**src/common/fault_status_pkg.sv**
```systemverilog
// fault and status register constants: offsets, bit positions, resets, timing
// assumes a 10 MHz core clock and byte-wide register access
package fault_status_pkg;

    // ----------------------------------------------------------------
    // register offsets
    // ----------------------------------------------------------------
    localparam logic [7:0] GEN_STATUS_ADDR     = 8'h02;
    localparam logic [7:0] RSVD_SLOT_ADDR      = 8'h04;
    localparam logic [7:0] PRIMARY_FAULT_ADDR  = 8'h05;
    localparam logic [7:0] SECOND_FAULT_ADDR   = 8'h06;
    localparam logic [7:0] RESULT_HIGH_ADDR    = 8'h07;
    localparam logic [7:0] RESULT_LOW_ADDR     = 8'h08;

    // ----------------------------------------------------------------
    // field positions
    // ----------------------------------------------------------------
    localparam int IRQ_RELEASE_BIT   = 7;
    localparam int IRQ_PIN_BIT       = 6;
    localparam int EN_PIN_BIT        = 5;
    localparam int LDO_FAULT_BIT     = 4;
    localparam int OVERTEMP_BIT      = 3;
    localparam int SWITCH_OC_BIT     = 2;
    localparam int WDOG_FAULT_BIT    = 7;
    localparam int HICCUP_BIT        = 6;
    localparam int INPUT_UV_BIT      = 5;
    localparam int OUTPUT_OV_BIT     = 4;
    localparam int LOWLOAD_BIT       = 3;
    localparam int INPUT_OV_BIT      = 2;
    localparam int BUS_ERR_BIT       = 1;
    localparam int RESULT_HI_LSB     = 6;

    // ----------------------------------------------------------------
    // reset values and encodings
    // ----------------------------------------------------------------
    localparam logic [7:0] REG_RESET_VAL   = 8'h00;
    localparam logic [1:0] MODE_POWER_ON   = 2'h2;
    localparam logic [2:0] CHAN_INVALID    = 3'h4;
    localparam logic [1:0] WDOG_OFF        = 2'h0;
    localparam logic [1:0] WDOG_80         = 2'h1;
    localparam logic [1:0] WDOG_160        = 2'h2;

    // ----------------------------------------------------------------
    // timing
    // ----------------------------------------------------------------
    localparam int CLK_PERIOD_NS    = 100;
    localparam int MS_NS            = 1000000;
    localparam int TICK_CYCLES      = MS_NS / CLK_PERIOD_NS;
    localparam int LDO_RESTART_MS   = 100;
    localparam int HICCUP_S         = 3;
    localparam int HICCUP_MS        = HICCUP_S * 1000;
    localparam int WDOG_SHORT_S     = 80;
    localparam int WDOG_MID_S       = 160;
    localparam int WDOG_LONG_S      = 320;

endpackage

```
**src/hdl/fault_latch.sv**
```systemverilog
// bank of latching fault flags with read-to-clear
// set wins over clear; a flag whose hold input is high ignores the clear
`timescale 1ns/100ps
`default_nettype none

module fault_latch #(
    parameter int WIDTH = 8
) (
    input  wire logic             ref_clk_i,
    input  wire logic             rst_n_i,
    input  wire logic [WIDTH-1:0] set_i,
    input  wire logic [WIDTH-1:0] hold_i,
    input  wire logic [WIDTH-1:0] clr_i,
    output var  logic [WIDTH-1:0] flag_o
);

    logic [WIDTH-1:0] flag_ff;
    logic [WIDTH-1:0] nxt_flag;

    if (WIDTH < 1) begin : g_bad_width
        $error("fault_latch needs at least one flag");
    end

    always_comb begin
        nxt_flag = set_i | (flag_ff & ~(clr_i & ~hold_i));
    end

    always_ff @(posedge ref_clk_i or negedge rst_n_i) begin
        if (!rst_n_i) begin
            flag_ff <= '0;
        end else begin
            flag_ff <= nxt_flag;
        end
    end

    assign flag_o = flag_ff;

endmodule // fault_latch

`default_nettype wire

```
**src/hdl/fault_status_registers.sv**
```systemverilog
// fault and status register group: flags, interrupt, watchdog, result bytes
// assumes a byte register port from the serial host decoder, one cycle strobes
`timescale 1ns/100ps
`default_nettype none

// Overview of operation
// - writing 1 to bit 7 of 0x05 releases interrupt; bit reads 0
// - interrupt stays asserted after release while any unmasked fault except bus error and watchdog expiry is live
// - bit 6 of 0x02 shows live interrupt pin level
// - ldo overcurrent/undervoltage latches bit 4 of 0x05; mask ignored
// - ldo flag read-clear ignored during 100 ms restart delay
// - overtemp bit 3, switch overcurrent bit 2; read clears once gone
// - watchdog expiry sets bit 7 of 0x06; reads never clear it
// - host read or watchdog disable restarts watchdog timer
// - output hiccup sets bit 6 of 0x06
// - hiccup flag held for 3 s restart; read clears after hiccup
// - input undervoltage sets bit 5; read clears once input recovers
// - output overvoltage sets bit 4; read clears once below threshold
// - light-load disable sets bit 3; read clears after state left
// - input overvoltage in power-on sets bit 2; clears once below
// - bus command or data error sets bit 1 of 0x06
// - 0x07 holds selected result: bits 13:6 wide, 7:0 narrow
// - 0x08 holds low six bits of a wide result
// - 3-bit channel select picks result; code 100 invalid
// - 2-bit watchdog field: off, 80 s, 160 s, 320 s
module fault_status_registers
    import fault_status_pkg::*;
#(
    parameter int TICK_LEN = TICK_CYCLES
) (
    input  wire logic        ref_clk_i,
    input  wire logic        rst_n_i,
    // register port
    input  wire logic [7:0]  reg_addr_i,
    input  wire logic        reg_wr_i,
    input  wire logic [7:0]  reg_wdata_i,
    input  wire logic        reg_rd_i,
    output var  logic [7:0]  reg_rdata_o,
    // open-drain interrupt pin
    input  wire logic        fault_irq_pin_i,
    output var  logic        fault_irq_n_o,
    output var  logic        fault_irq_oe_o,
    // live conditions
    input  wire logic        ldo_overcurrent_i,
    input  wire logic        ldo_undervolt_i,
    input  wire logic        ldo_fault_mask_i,
    input  wire logic        overtemp_i,
    input  wire logic        switch_overcurrent_i,
    input  wire logic        output_hiccup_i,
    input  wire logic        input_undervolt_i,
    input  wire logic        output_overvolt_i,
    input  wire logic        lowload_disabled_state_i,
    input  wire logic        input_overvolt_i,
    input  wire logic        bus_error_i,
    input  wire logic        en_pin_i,
    input  wire logic [1:0]  operation_mode_i,
    input  wire logic [1:0]  wdog_period_sel_i,
    // conversion results
    input  wire logic        conv_valid_i,
    input  wire logic [2:0]  conv_chan_i,
    input  wire logic [13:0] conv_data_i,
    input  wire logic        conv_wide_i,
    input  wire logic [2:0]  result_chan_sel_i
);

    localparam int WD_W = 19;
    localparam logic [WD_W-1:0] WD_80  = WD_W'(WDOG_SHORT_S * 1000);
    localparam logic [WD_W-1:0] WD_160 = WD_W'(WDOG_MID_S * 1000);
    localparam logic [WD_W-1:0] WD_320 = WD_W'(WDOG_LONG_S * 1000);
    localparam logic [6:0]  LDO_MS  = 7'(LDO_RESTART_MS);
    localparam logic [11:0] HIC_MS  = 12'(HICCUP_MS);

    if (TICK_LEN < 1 || TICK_LEN > 65535) begin : g_bad_tick
        $error("TICK_LEN must lie in 1..65535");
    end

    // ----------------------------------------------------------------
    // millisecond tick divider
    // ----------------------------------------------------------------
    logic [15:0] tick_cnt_ff;
    logic [15:0] nxt_tick_cnt;
    logic        tick;

    always_comb begin
        tick         = (tick_cnt_ff == 16'(TICK_LEN - 1));
        nxt_tick_cnt = tick ? 16'h0000 : tick_cnt_ff + 16'h0001;
    end

    always_ff @(posedge ref_clk_i or negedge rst_n_i) begin
        if (!rst_n_i) begin
            tick_cnt_ff <= 16'h0000;
        end else begin
            tick_cnt_ff <= nxt_tick_cnt;
        end
    end

    // ----------------------------------------------------------------
    // access decode
    // ----------------------------------------------------------------
    logic rd_primary;
    logic rd_second;
    logic release_wr;

    always_comb begin
        rd_primary = reg_rd_i && (reg_addr_i == PRIMARY_FAULT_ADDR);
        rd_second  = reg_rd_i && (reg_addr_i == SECOND_FAULT_ADDR);
        release_wr = reg_wr_i && (reg_addr_i == PRIMARY_FAULT_ADDR)
                     && reg_wdata_i[IRQ_RELEASE_BIT];
    end

    // ----------------------------------------------------------------
    // watchdog, ldo restart and hiccup hold timers
    // ----------------------------------------------------------------
    logic [WD_W-1:0] wd_cnt_ff;
    logic [WD_W-1:0] nxt_wd_cnt;
    logic [WD_W-1:0] wd_limit;
    logic            wd_expire;
    logic [6:0]      ldo_cnt_ff;
    logic [6:0]      nxt_ldo_cnt;
    logic [11:0]     hic_cnt_ff;
    logic [11:0]     nxt_hic_cnt;
    logic            hic_prev_ff;

    always_comb begin
        case (wdog_period_sel_i)
            WDOG_80:  wd_limit = WD_80;
            WDOG_160: wd_limit = WD_160;
            default:  wd_limit = WD_320;
        endcase
        wd_expire  = 1'b0;
        nxt_wd_cnt = wd_cnt_ff;
        if (wdog_period_sel_i == WDOG_OFF || reg_rd_i) begin
            nxt_wd_cnt = '0;
        end else if (tick) begin
            if (wd_cnt_ff >= wd_limit - 1'b1) begin
                wd_expire  = 1'b1;
                nxt_wd_cnt = '0;
            end else begin
                nxt_wd_cnt = wd_cnt_ff + 1'b1;
            end
        end
        nxt_ldo_cnt = ldo_cnt_ff;
        if (ldo_overcurrent_i) begin
            nxt_ldo_cnt = LDO_MS;
        end else if (tick && ldo_cnt_ff != 7'h00) begin
            nxt_ldo_cnt = ldo_cnt_ff - 7'h01;
        end
        nxt_hic_cnt = hic_cnt_ff;
        if (output_hiccup_i && !hic_prev_ff) begin
            nxt_hic_cnt = HIC_MS;
        end else if (tick && hic_cnt_ff != 12'h000) begin
            nxt_hic_cnt = hic_cnt_ff - 12'h001;
        end
    end

    always_ff @(posedge ref_clk_i or negedge rst_n_i) begin
        if (!rst_n_i) begin
            wd_cnt_ff   <= '0;
            ldo_cnt_ff  <= 7'h00;
            hic_cnt_ff  <= 12'h000;
            hic_prev_ff <= 1'b0;
        end else begin
            wd_cnt_ff   <= nxt_wd_cnt;
            ldo_cnt_ff  <= nxt_ldo_cnt;
            hic_cnt_ff  <= nxt_hic_cnt;
            hic_prev_ff <= output_hiccup_i;
        end
    end

    // ----------------------------------------------------------------
    // latching flags
    // ----------------------------------------------------------------
    logic [2:0] p_set;
    logic [2:0] p_hold;
    logic [2:0] p_flag;
    logic [6:0] s_set;
    logic [6:0] s_hold;
    logic [6:0] s_clr;
    logic [6:0] s_flag;
    logic       ldo_event;

    always_comb begin
        ldo_event = ldo_overcurrent_i | ldo_undervolt_i;
        // primary: index 2 ldo, 1 overtemp, 0 switch
        p_set  = {ldo_event, overtemp_i, switch_overcurrent_i};
        p_hold = {ldo_event || ldo_cnt_ff != 7'h00,
                  overtemp_i, switch_overcurrent_i};
        // secondary: index 6 watchdog .. index 0 bus error
        s_set  = {wd_expire,
                  output_hiccup_i,
                  input_undervolt_i,
                  output_overvolt_i,
                  lowload_disabled_state_i,
                  input_overvolt_i && operation_mode_i == MODE_POWER_ON,
                  bus_error_i};
        s_hold = {1'b1,
                  output_hiccup_i || hic_cnt_ff != 12'h000,
                  input_undervolt_i,
                  output_overvolt_i,
                  lowload_disabled_state_i,
                  input_overvolt_i,
                  1'b0};
        s_clr  = {7{rd_second}};
    end

    fault_latch #(.WIDTH(3)) u_primary (
        .ref_clk_i (ref_clk_i),
        .rst_n_i   (rst_n_i),
        .set_i     (p_set),
        .hold_i    (p_hold),
        .clr_i     ({3{rd_primary}}),
        .flag_o    (p_flag)
    );

    fault_latch #(.WIDTH(7)) u_second (
        .ref_clk_i (ref_clk_i),
        .rst_n_i   (rst_n_i),
        .set_i     (s_set),
        .hold_i    (s_hold),
        .clr_i     (s_clr),
        .flag_o    (s_flag)
    );

    // ----------------------------------------------------------------
    // interrupt pin
    // ----------------------------------------------------------------
    logic [9:0] all_flags_ff;
    logic [9:0] irq_src;
    logic       live_fault;
    logic       irq_ff;
    logic       irq_n_ff;
    logic       nxt_irq;

    always_comb begin
        irq_src    = {p_flag[2] & ~ldo_fault_mask_i, p_flag[1:0], s_flag};
        live_fault = (ldo_event & ~ldo_fault_mask_i) | overtemp_i
                     | switch_overcurrent_i | output_hiccup_i | input_undervolt_i
                     | output_overvolt_i | lowload_disabled_state_i
                     | s_set[1];
        nxt_irq = irq_ff;
        if (release_wr) begin
            nxt_irq = live_fault;
        end
        if ((irq_src & ~all_flags_ff) != 10'h000) begin
            nxt_irq = 1'b1;
        end
    end

    always_ff @(posedge ref_clk_i or negedge rst_n_i) begin
        if (!rst_n_i) begin
            irq_ff       <= 1'b0;
            irq_n_ff     <= 1'b1;
            all_flags_ff <= 10'h000;
        end else begin
            irq_ff       <= nxt_irq;
            irq_n_ff     <= ~nxt_irq;
            all_flags_ff <= irq_src;
        end
    end

    assign fault_irq_n_o  = irq_n_ff;
    assign fault_irq_oe_o = irq_ff;

    // ----------------------------------------------------------------
    // conversion results and read data
    // ----------------------------------------------------------------
    logic [13:0] result_mem [0:7];
    logic [13:0] sel_result;
    logic [7:0]  nxt_rdata;
    logic [7:0]  rdata_ff;

    always_ff @(posedge ref_clk_i) begin
        if (conv_valid_i) begin
            result_mem[conv_chan_i] <= conv_data_i;
        end
    end

    always_comb begin
        sel_result = (result_chan_sel_i == CHAN_INVALID) ? 14'h0000
                     : result_mem[result_chan_sel_i];
        nxt_rdata = REG_RESET_VAL;
        case (reg_addr_i)
            GEN_STATUS_ADDR: begin
                nxt_rdata[IRQ_PIN_BIT] = fault_irq_pin_i;
                nxt_rdata[EN_PIN_BIT]  = en_pin_i;
                nxt_rdata[1:0]         = operation_mode_i;
            end
            PRIMARY_FAULT_ADDR: begin
                nxt_rdata[LDO_FAULT_BIT] = p_flag[2];
                nxt_rdata[OVERTEMP_BIT]  = p_flag[1];
                nxt_rdata[SWITCH_OC_BIT] = p_flag[0];
            end
            SECOND_FAULT_ADDR: begin
                nxt_rdata[WDOG_FAULT_BIT:BUS_ERR_BIT] = s_flag;
            end
            RESULT_HIGH_ADDR: begin
                nxt_rdata = conv_wide_i ? sel_result[13:RESULT_HI_LSB]
                                        : sel_result[7:0];
            end
            RESULT_LOW_ADDR: begin
                nxt_rdata[RESULT_HI_LSB-1:0] = conv_wide_i
                    ? sel_result[RESULT_HI_LSB-1:0] : 6'h00;
            end
            default: nxt_rdata = REG_RESET_VAL;
        endcase
        if (!reg_rd_i) begin
            nxt_rdata = rdata_ff;
        end
    end

    always_ff @(posedge ref_clk_i or negedge rst_n_i) begin
        if (!rst_n_i) begin
            rdata_ff <= REG_RESET_VAL;
        end else begin
            rdata_ff <= nxt_rdata;
        end
    end

    assign reg_rdata_o = rdata_ff;
endmodule // fault_status_registers

`default_nettype wire

```
**config.mk**
```make
export PLATFORM = sky130hd
export DESIGN_NAME = fault_status_registers
export DESIGN_NICKNAME = d
export VERILOG_FILES = /design/src/common/fault_status_pkg.sv /design/src/hdl/fault_latch.sv /design/src/hdl/fault_status_registers.sv
export SDC_FILE = /design/constraint.sdc
export NUM_CORES = 1
export LEC_CHECK = 0
export CAP_MARGIN = 15
export CORE_MARGIN = 2
export CORE_UTILIZATION = 35
export DETAILED_ROUTE_END_ITERATION = 8
export DONT_BUFFER_PORTS = 1
export MAX_ROUTING_LAYER = met4
export PLACE_DENSITY_LB_ADDON = 0.25
export SLEW_MARGIN = 15
export SYNTH_ARGS = -nofsm -noshare
export SYNTH_HDL_FRONTEND = slang
export SYNTH_SLANG_ARGS = --single-unit
```
**constraint.sdc**
```tcl
create_clock -name ref_clk_i -period 2.87 [get_ports ref_clk_i]
set_input_delay 0.574 -clock ref_clk_i [delete_from_list [all_inputs] [get_ports ref_clk_i]]
set_output_delay 0.574 -clock ref_clk_i [all_outputs]
set_load 0.005 [all_outputs]
```
# After elaboration in Yosys (flattened, before gate mapping)
# Memories as Yosys holds them, arrays and structs flattened.
# Index checks and enable logic that the tools add are counted.
[totals]
latch_bits = 0
reg_bits = 85
input_bits = 59
memories = 1
elab_cells = 96
output_inout_bits = 10
mem_bits_rw = 112
mem_bits_ro = 0
[classes]
n_mul = 0
shifts = 0
bitwise_logic = 24
add_sub_neg = 5
n_reduce_logical = 19
n_lt_le_gt_ge = 1
n_eq_ne = 10
mux = 25
div = 0
[memory_table]
columns = ["memory", "depth", "width", "rd", "rd_ports_with_merged_regs", "write_ports", "line", "text"]
rows = [
  ["result_mem", 8, 14, 1, 0, 1, "fault_status_registers.sv:267", "logic [13:0] result_mem [0:7];"],
]
[ops]
columns = ["cell", "count"]
rows = [
  ["2-to-1 mux 19 bit", 3],
  ["case mux 19 bit (2 select lines)", 1],
  ["equality test 8 x 3 -> 1 bit, second input constant", 3],
  ["2-to-1 mux 12 bit", 2],
  ["adder 19 x 1 -> 19 bit, second input constant", 1],
  ["greater-or-equal comparator 19 bit", 1],
  ["subtractor 19 x 1 -> 19 bit, second input constant", 1],
  ["adder 16 x 1 -> 16 bit, second input constant", 1],
  ["equality test 16 x 14 -> 1 bit, second input constant", 1],
  ["2-to-1 mux 16 bit", 1],
  ["bitwise AND 7 bit", 2],
  ["2-to-1 mux 14 bit", 1],
  ["2-to-1 mux 7 bit", 2],
  ["inverter 7 bit", 2],
  ["case mux 3 bit (4 select lines)", 1],
  ["nonzero test 12 bit", 1],
  ["subtractor 12 x 1 -> 12 bit, second input constant", 1],
  ["bitwise AND 10 bit", 1],
  ["inverter 10 bit", 1],
  ["nonzero test 10 bit", 1],
  ["equality test 8 x 2 -> 1 bit, second input constant", 1],
  ["equality test 8 x 4 -> 1 bit, second input constant", 1],
  ["logical AND 1 bit", 8],
  ["2-to-1 mux 8 bit", 1],
  ["21 further kinds", 45],
]

# Longest topological paths before layout
# Gate-level depths: netlist of run 1.
[logic_depth]
word_depth = 12
mapped_depth = 10
mapped_depth_nobuf = 9

# By module
# Synthesis of run 1 repeated with hierarchy kept, for this count alone.
[unflattened]
cells_unflattened = 670
area_unflattened_um2 = 8383.0
[by_module_without_submodules]
columns = ["module", "seq_area_each_um2", "instances", "cells_each", "area_per_inst_um2"]
rows = [
  ["fault_status_registers", 4850.9, 1, 640, 7995.2],
  ["fault_latch (u_second)", 175.2, 1, 21, 271.5],
  ["fault_latch (u_primary)", 75.1, 1, 9, 116.4],
]

# Worst setup path after synthesis of run 1
# No wires, ideal clock.
[synth_path]
path_type = "input to register"
startpoint = "input wdog_period_sel_i[0]"
endpoint = "register wd_cnt_ff[10]"
n_path_buf = 1
setup_ns = 0.087
t_arrival_ns = 2.339
path_slack_ns = 0.444
cell_stages = 9
required_ns = 2.783
path_cell_list = "inv_1 ha_1 ha_1 a2111oi_0 nand2_1 o21ai_1 a21oi_2 buf_4 nor3_1"
[synth_between]
elab_chain_cells = 7
elab_cells_between_ends = 11
cone_classes = "add/sub (1); order compare (1); eq/ne (2); mux (4); reduce/logical (3)"
[synth_lines]
columns = ["item", "line", "text"]
rows = [
  ["start, declared", "fault_status_registers.sv:57", "input wire logic [1:0] wdog_period_sel_i,"],
  ["equality test 2 bit or equality test 2 x 1 -> 1 bit (tied branches)", "fault_status_registers.sv:125", "case (wdog_period_sel_i)"],
  ["case mux 19 bit (2 select lines)", "fault_status_registers.sv:125", ""],
  ["subtractor 19 x 1 -> 19 bit", "fault_status_registers.sv:135", "if (wd_cnt_ff >= wd_limit - 1'b1) begin"],
  ["greater-or-equal comparator 19 bit", "fault_status_registers.sv:135", ""],
  ["2-to-1 mux 19 bit", "fault_status_registers.sv:135", ""],
  ["2-to-1 mux 19 bit", "fault_status_registers.sv:134", "end else if (tick) begin"],
  ["2-to-1 mux 19 bit", "fault_status_registers.sv:132", "if (wdog_period_sel_i == WDOG_OFF || reg_rd_i) begin"],
  ["end signal, assigned", "fault_status_registers.sv:163", "wd_cnt_ff <= nxt_wd_cnt;"],
  ["end, declared", "fault_status_registers.sv:114", "logic [WD_W-1:0] wd_cnt_ff;"],
]
# Parallel ways exist; a longest one is shown, timed or not. The select of a mux whose other input is x is not followed.
# A chain may end at the register's enable or synchronous reset.

# Worst setup path in the final report of run 1
[layout_path]
startpoint = "register tick_cnt_ff[6]"
endpoint = "register hic_cnt_ff[8]"
[layout_between]
elab_chain_cells = 3
[layout_lines]
columns = ["item", "line", "text"]
rows = [
  ["start, declared", "fault_status_registers.sv:80", "logic [15:0] tick_cnt_ff;"],
  ["start signal, assigned", "fault_status_registers.sv:93", "tick_cnt_ff <= nxt_tick_cnt;"],
  ["equality test 16 x 14 -> 1 bit", "fault_status_registers.sv:85", "tick = (tick_cnt_ff == 16'(TICK_LEN - 1));"],
  ["logical AND 1 bit", "fault_status_registers.sv:151", "end else if (tick && hic_cnt_ff != 12'h000) begin"],
  ["nonzero test 2 bit (no line)", "n/a", ""],
  ["end signal, assigned", "fault_status_registers.sv:165", "hic_cnt_ff <= nxt_hic_cnt;"],
  ["end, declared", "fault_status_registers.sv:120", "logic [11:0] hic_cnt_ff;"],
]
# No other way between the ends.

==> results.sh, run 1 <==
export IMPL_status="finished clean"
export IMPL_yosysTopAreaCellShare_pct=37.1
export IMPL_drc=0
export IMPL_drive_gt1_share_pct=15.2
export IMPL_ant_nets=0
export IMPL_finClkSkew_ns=0.00915
export IMPL_max_freq_mhz=406
export IMPL_cap_violations=0
export IMPL_firstDrtPassIters=4
export IMPL_worstPathRequired_ns=3.18
export IMPL_critPathLaunchType="flop"
export IMPL_switching_share_pct=22.6
export IMPL_area_growth_pct=12.3
export IMPL_rsz0062_at_grt="false"
export IMPL_synth_cell_types=61
export IMPL_hold_viol=0
export IMPL_n_antenna_cell=0
export IMPL_nets=737
export IMPL_irDropWorstVdd_mv=0.286
export IMPL_dpl_hpwl_mm=13.0
export IMPL_ys_seq_area_share_pct=62.0
export IMPL_grt_pass1_vias=5305
export IMPL_gr_total_overflow=0
export IMPL_syn_cell_area_um2=8570
export IMPL_row_count=57
export IMPL_grt_max_degree=86
export IMPL_ys_dominant_reg_cell="edfxtp_1"
export IMPL_slew_headroom_pct=51.4
export IMPL_worst_slew_pin_slew_ns=0.726
export IMPL_drtIter0Drc=339
export IMPL_seqPwrFrac_pct=55.0
export IMPL_syn_nets=718
export IMPL_yosys_warnings=0
export IMPL_yosys_cell_count_top_type="edfxtp_1"
export IMPL_clk_latency_ns=0.43
export IMPL_grt_usage_pct=15.5
export IMPL_postCtsSetupRepairBufs=0
export IMPL_grt_pass1_wl_mm=29.4
export IMPL_io_pins=69
export IMPL_gp_congestion=0.785
export IMPL_htreeDepth=4
export IMPL_num_vias=5215
export IMPL_clock_sinks=191
export IMPL_p_clk_share_pct=41.1
export IMPL_drv_slew=0
export IMPL_die_h_um=160
export IMPL_synthCells=641
export IMPL_intPower_mw=4.20
export IMPL_synth_edf_count=106
export IMPL_viasPerCell=5.23
export IMPL_cts_buffers=17
export IMPL_hp_class="input pin to asynchronous set/reset pin"
export IMPL_ys_top_cells_by_count="edfxtp_1 (106), dfrtp_1 (84), nor2_1 (44)"
export IMPL_cts_root_buffer="clkbuf_16"
export IMPL_period_minus_slack_ns=2.46
export IMPL_initial_utilization_pct=35.5
export IMPL_p_comb_share_pct=3.9
export IMPL_switchingPower_mw=1.23
export IMPL_fp_coreArea_um2=24200
export IMPL_r2r_slack_ns=0.41
export IMPL_dieArea_um2=25800
export IMPL_post_cts_resized=0
export IMPL_wirelength_mm=18.6
export IMPL_power_density_nw_per_um2=564
export IMPL_synth_area_leaders="edfxtp_1 (37%), dfrtp_1 (25%), mux4_2 (5.8%)"
export IMPL_cp_max_fo=9
export IMPL_wl_per_cell_um=18.6
export IMPL_end_kind="flop"
export IMPL_portBuffers=0
export IMPL_synth_seq_cells=191
export IMPL_p_leak_nw=3.46
export IMPL_worst_ep_arrival_time_ns=2.77
export IMPL_clkTransAtPathRegs_ns=0.07
export IMPL_setup_viol=0
export IMPL_synth_async_sr_flop_share_pct=44.5
export IMPL_cts_tree="done"
export IMPL_dieWidth_um=160
export IMPL_antenna_found_initial=0
export IMPL_fin_crit_sh_pct=85.8
export IMPL_holdWs_ns=0.0205
export IMPL_syn_avg_cell_area_um2=13.4
export IMPL_yosysTopAreaCell="edfxtp_1"
export IMPL_criticalPathCategory="flop to flop"
export IMPL_finalSetupTns_ns=0
export IMPL_clk_path_buf_depth=2
==> logic make-up (layout without fill, tap and decap cells) <==
family                   count (synthesis)  after routing  synth area share [%]
AND/OR/NAND/NOR                        217            217                  14.0
flip-flops                             191            191                  62.0
AO/OA/AOI/OAI                           89             89                  7.24
buffers and inverters                   46             78                  2.22
multiplexers                            41             41                  8.07
XOR/XNOR                                38             38                  3.88
adder cells (fa/ha/maj)                 18             18                  2.63
other                                    1              1                0.0437
==> repair_timing <==
item                       CTS  global route
hold buffers                 1             0
setup endpoints to repair    0             0
hold endpoints to repair    85             0
==> per-stage QoR <==
stage | setup slack [ns] | area, um2 | total power [mW] | std cells | utilization (%)
2_1_floorplan | 0.444 | 8570 | 3.20 | 641 | -
3_3_place_gp | 0.374 | 9040 | 3.23 | 964 | 37.4
3_5_place_dp | 0.273 | 9040 | 3.24 | 964 | 37.4
4_1_cts | 0.389 | 9630 | 5.51 | 997 | 39.8
5_1_grt | 0.276 | 9630 | 5.65 | 997 | 39.8
6_report | 0.407 | 9630 | 5.43 | 997 | 39.8
==> registers in the layout, indices dropped and copies added (netlist names) <==
register,cells
hic_cnt_ff,12
tick_cnt_ff,16
hic_prev_ff,1
u_primary.flag_o,3
u_second.flag_o,7
ldo_cnt_ff,7
wd_cnt_ff,19
all_flags_ff,10
fault_irq_n_o,1
reg_rdata_o,8
fault_irq_oe_o,1
result_mem,106
==> area by class of cell <==
type | instances | area, um2
Clock inverter | 15 | 130
Timing Repair Buffer | 22 | 185
Clock buffer | 17 | 425
Sequential cell | 191 | 5310
Inverter | 24 | 90.1
Tap cell | 324 | 405
Multi-Input combinational cell | 404 | 3080
Fill cell | 2244 | 14500
==> worst paths after layout <==
kind                                   end  cells past startpoint          startpoint
max                          hic_cnt_ff[8]                      5      tick_cnt_ff[6]
min                          wd_cnt_ff[18]                      1             rst_n_i
max reg2reg                  hic_cnt_ff[8]                      5      tick_cnt_ff[6]
min reg2reg                all_flags_ff[5]                      0  u_second.flag_o[5]
max in group asynchronous    ldo_cnt_ff[4]                      1             rst_n_i
min in group ref_clk_i         hic_prev_ff                      0     output_hiccup_i
==> power by group through the flow <==
stage               sequential, mW  combinational, mW  clock (mW)
finish                        2.99              0.211        2.23
global placement              3.05              0.182           0
global route                  2.99              0.234        2.42
detailed placement            3.05              0.187           0
floorplan                     3.04              0.166           0
CTS                           2.99              0.216        2.30
==> cells in the final DEF (no fill, tap or decap), drive strengths merged, types with 3 or more instances in the layout <==
| cell type | instances |
|---|---|
| o2111ai | 4 |
| nor2b | 7 |
| or2 | 4 |
| nor3 | 25 |
| xor2 | 24 |
| nor4 | 10 |
| o211ai | 5 |
| and2 | 5 |
| and3 | 8 |
| a32oi | 5 |
| edfxtp | 106 |
| a21o | 7 |
| nand2b | 13 |
| nand3 | 24 |
| mux4 | 22 |
| ha | 18 |
| or3 | 7 |
| o21ai | 20 |
| a21oi | 15 |
| a31oi | 5 |
| xnor2 | 14 |
| a211oi | 6 |
| o22ai | 5 |
| or4 | 4 |
| mux2i | 14 |
| nor2 | 45 |
| nand2 | 35 |
| inv | 31 |
| buf | 22 |
| nand4 | 21 |
| clkinv | 7 |
| nand4b | 3 |
| a41oi | 4 |
| mux2 | 5 |
| clkbuf | 17 |
| dfrtp | 84 |
==> critical path, cell delays in order, from the launching register on <==
cell and delay [ns]:
dfrtp_1 0.42, or4_4 0.60, or4_1 0.80, nor3_1 0.32, xnor2_1 0.15, nand2_1 0.06
==> per-layer routing <==
layer / vias to the layer above / global-route usage [%] / share of wire [%]
met2: 121 / 24.9 / 49
met4: 0 / 4.18 / 1.1
met3: 15 / 5.29 / 7.2
met5: - / - / 0
li1: 2466 / - / -
met1: 2613 / 18.7 / 43
Power figures use the tool's default switching activity.
==> run 2, diff against run 1 <==
--- a/constraint.sdc
+++ b/constraint.sdc
@@ -3,2 +3,2 @@
 set_output_delay 0.574 -clock ref_clk_i [all_outputs]
-set_load 0.005 [all_outputs]
+set_load 0.05 [all_outputs]
==> run 2 against run 1 <==
  * Clock skew is 0.0072 ns higher
  * Global-route usage hardly changed
  * Highest routed layer unchanged
  * Via count hardly changed
  * Largest power group unchanged
  * First-iteration DRC count is 19% higher
  * Cell area is 0.48% higher
  * Worst hold slack better by 0.036 ns
  * Register-to-register slack better by 0.02 ns
  * Combinational power hardly changed
==> results.sh, run 2 (synthesis gave the netlist of run 1 again) <==
export IMPL_status="finished clean"
export IMPL_regMostFlops="result_mem"
export IMPL_grt_pass1_wl_mm=29.7
export IMPL_io_pins=69
export IMPL_drv_slew=0
export IMPL_multi_input_area_um2=3080
export IMPL_hold_viol=0
export IMPL_power_mw=5.58
export IMPL_dieWidth_um=160
export IMPL_final_common_cell="edfxtp_1"
export IMPL_slew_headroom_pct=52.7
export IMPL_dp_cells=964
export IMPL_firstDrtPassIters=5
export IMPL_finClkSkew_ns=0.0164
export IMPL_worstPathRequired_ns=3.18
export IMPL_fp_coreArea_um2=24200
export IMPL_drive_gt1_share_pct=15.5
export IMPL_clk_path_buf_depth=2
export IMPL_n_antenna_cell=0
export IMPL_grt_max_degree=86
export IMPL_htreeDepth=4
export IMPL_num_vias=5216
export IMPL_initial_utilization_pct=35.5
export IMPL_cap_violations=0
export IMPL_worst_ep_arrival_time_ns=2.75
export IMPL_hp_class="input pin to asynchronous set/reset pin"
export IMPL_cp_max_fo=13
export IMPL_clk_latency_ns=0.44
export IMPL_ant_nets=0
export IMPL_antenna_found_initial=0
export IMPL_end_kind="flop"
export IMPL_row_count=57
export IMPL_nets=737
export IMPL_dpl_hpwl_mm=13.0
export IMPL_finalSetupTns_ns=0
export IMPL_drtIter0Drc=404
export IMPL_wl_per_cell_um=18.7
export IMPL_fillerInstances=2236
export IMPL_grt_pass1_vias=5446
export IMPL_drc=0
export IMPL_clock_sinks=191
export IMPL_layoutNonFillerInstCount=997
export IMPL_seq_area_um2=5310
export IMPL_clkTransAtPathRegs_ns=0.08
export IMPL_max_freq_mhz=410
export IMPL_grt_usage_pct=15.5
export IMPL_irDropWorstVdd_mv=0.415
export IMPL_gr_total_overflow=0
export IMPL_worst_slew_pin_slew_ns=0.706
export IMPL_p_leak_nw=3.48
export IMPL_period_minus_slack_ns=2.44
export IMPL_cts_root_buffer="clkbuf_16"
export IMPL_criticalPathCategory="flop to flop"
export IMPL_top_regs="result_mem (106), wd_cnt_ff (19), tick_cnt_ff (16)"
export IMPL_cts_tree="done"
export IMPL_setup_viol=0
export IMPL_power_density_nw_per_um2=577
export IMPL_critPathLaunchType="flop"
export IMPL_viasPerCell=5.23
export IMPL_fin_crit_sh_pct=85.1
export IMPL_portBuffers=0
export IMPL_wirelength_mm=18.7
export IMPL_gp_congestion=0.785
export IMPL_largest_reg_flops=106
export IMPL_cts_buffers=17
export IMPL_rsz0062_at_grt="false"
export IMPL_die_h_um=160
export IMPL_dieArea_um2=25800
export IMPL_area_growth_pct=12.9
export IMPL_layout_common_cells="edfxtp_1 (106), dfrtp_1 (84), nor2_1 (44)"
run 2: changes by cell type in the layout (fill, tap and decap cells not counted), sizes merged:
| cell | previous run | this run |
|---|---|---|
| clkinvlp | 1 | 0 |
| inv | 31 | 32 |
run 2: final timing paths:
check                               startpoint              end  slack, ns  cells after the start
min in group ref_clk_i         output_hiccup_i      hic_prev_ff       0.17                      0
max                             tick_cnt_ff[6]    wd_cnt_ff[10]       0.43                      5
max in group asynchronous              rst_n_i    fault_irq_n_o       2.48                      1
max reg2reg                     tick_cnt_ff[6]    wd_cnt_ff[10]       0.43                      5
min reg2reg                u_primary.flag_o[0]  all_flags_ff[7]       0.44                      0
min                                    rst_n_i    wd_cnt_ff[15]       0.06                      1
run 2: area by class of cell:
| class | instances | share of cell area (%) |
|---|---|---|
| Timing Repair Buffer | 22 | 1.91 |
| Clock buffer | 17 | 4.40 |
| Inverter | 24 | 0.931 |
| Multi-Input combinational cell | 404 | 31.8 |
| Clock inverter | 15 | 1.82 |
| Tap cell | 324 | 4.19 |
| Sequential cell | 191 | 54.9 |
run 2: layer usage:
layer,GRT usage [%],wire (um),up-vias
met1,18.9,8090,2628
li1,-,-,2460
met3,5.53,1320,11
met4,3.44,138,0
met5,-,0,-
met2,25.0,9120,117
run 2: timing repair:
| action | 4_1_cts | 5_1_grt |
|---|---|---|
| hold buffers | 1 | 0 |
| buffers inserted | 0 | 0 |
| gates resized for setup | 0 | 0 |
| endpoints found under the hold margin | 85 | 0 |
run 2: through the flow:
step,setup WS (ns),instance area [um2],utilization (%),hold slack (ns)
6_report,0.429,9670,40.0,0.0562
5_1_grt,0.321,9670,40.0,0.0550
4_1_cts,0.419,9670,40.0,0.0481
3_5_place_dp,0.321,9040,37.4,0.281
3_3_place_gp,0.374,9040,37.4,0.280
2_1_floorplan,0.444,8570,-,0.278
run 2: critical path, cell delays in order, from the launching register on:
cell	delay [ns]
dfrtp_1	0.42
or4_4	0.60
or4_1	0.79
a21oi_2	0.20
buf_4	0.23
nor3_1	0.08
run 2: where the power goes:
group,internal [mW],switching (mW)
registers,2.96,0.0483
logic,0.0992,0.112
clock network,1.18,1.18
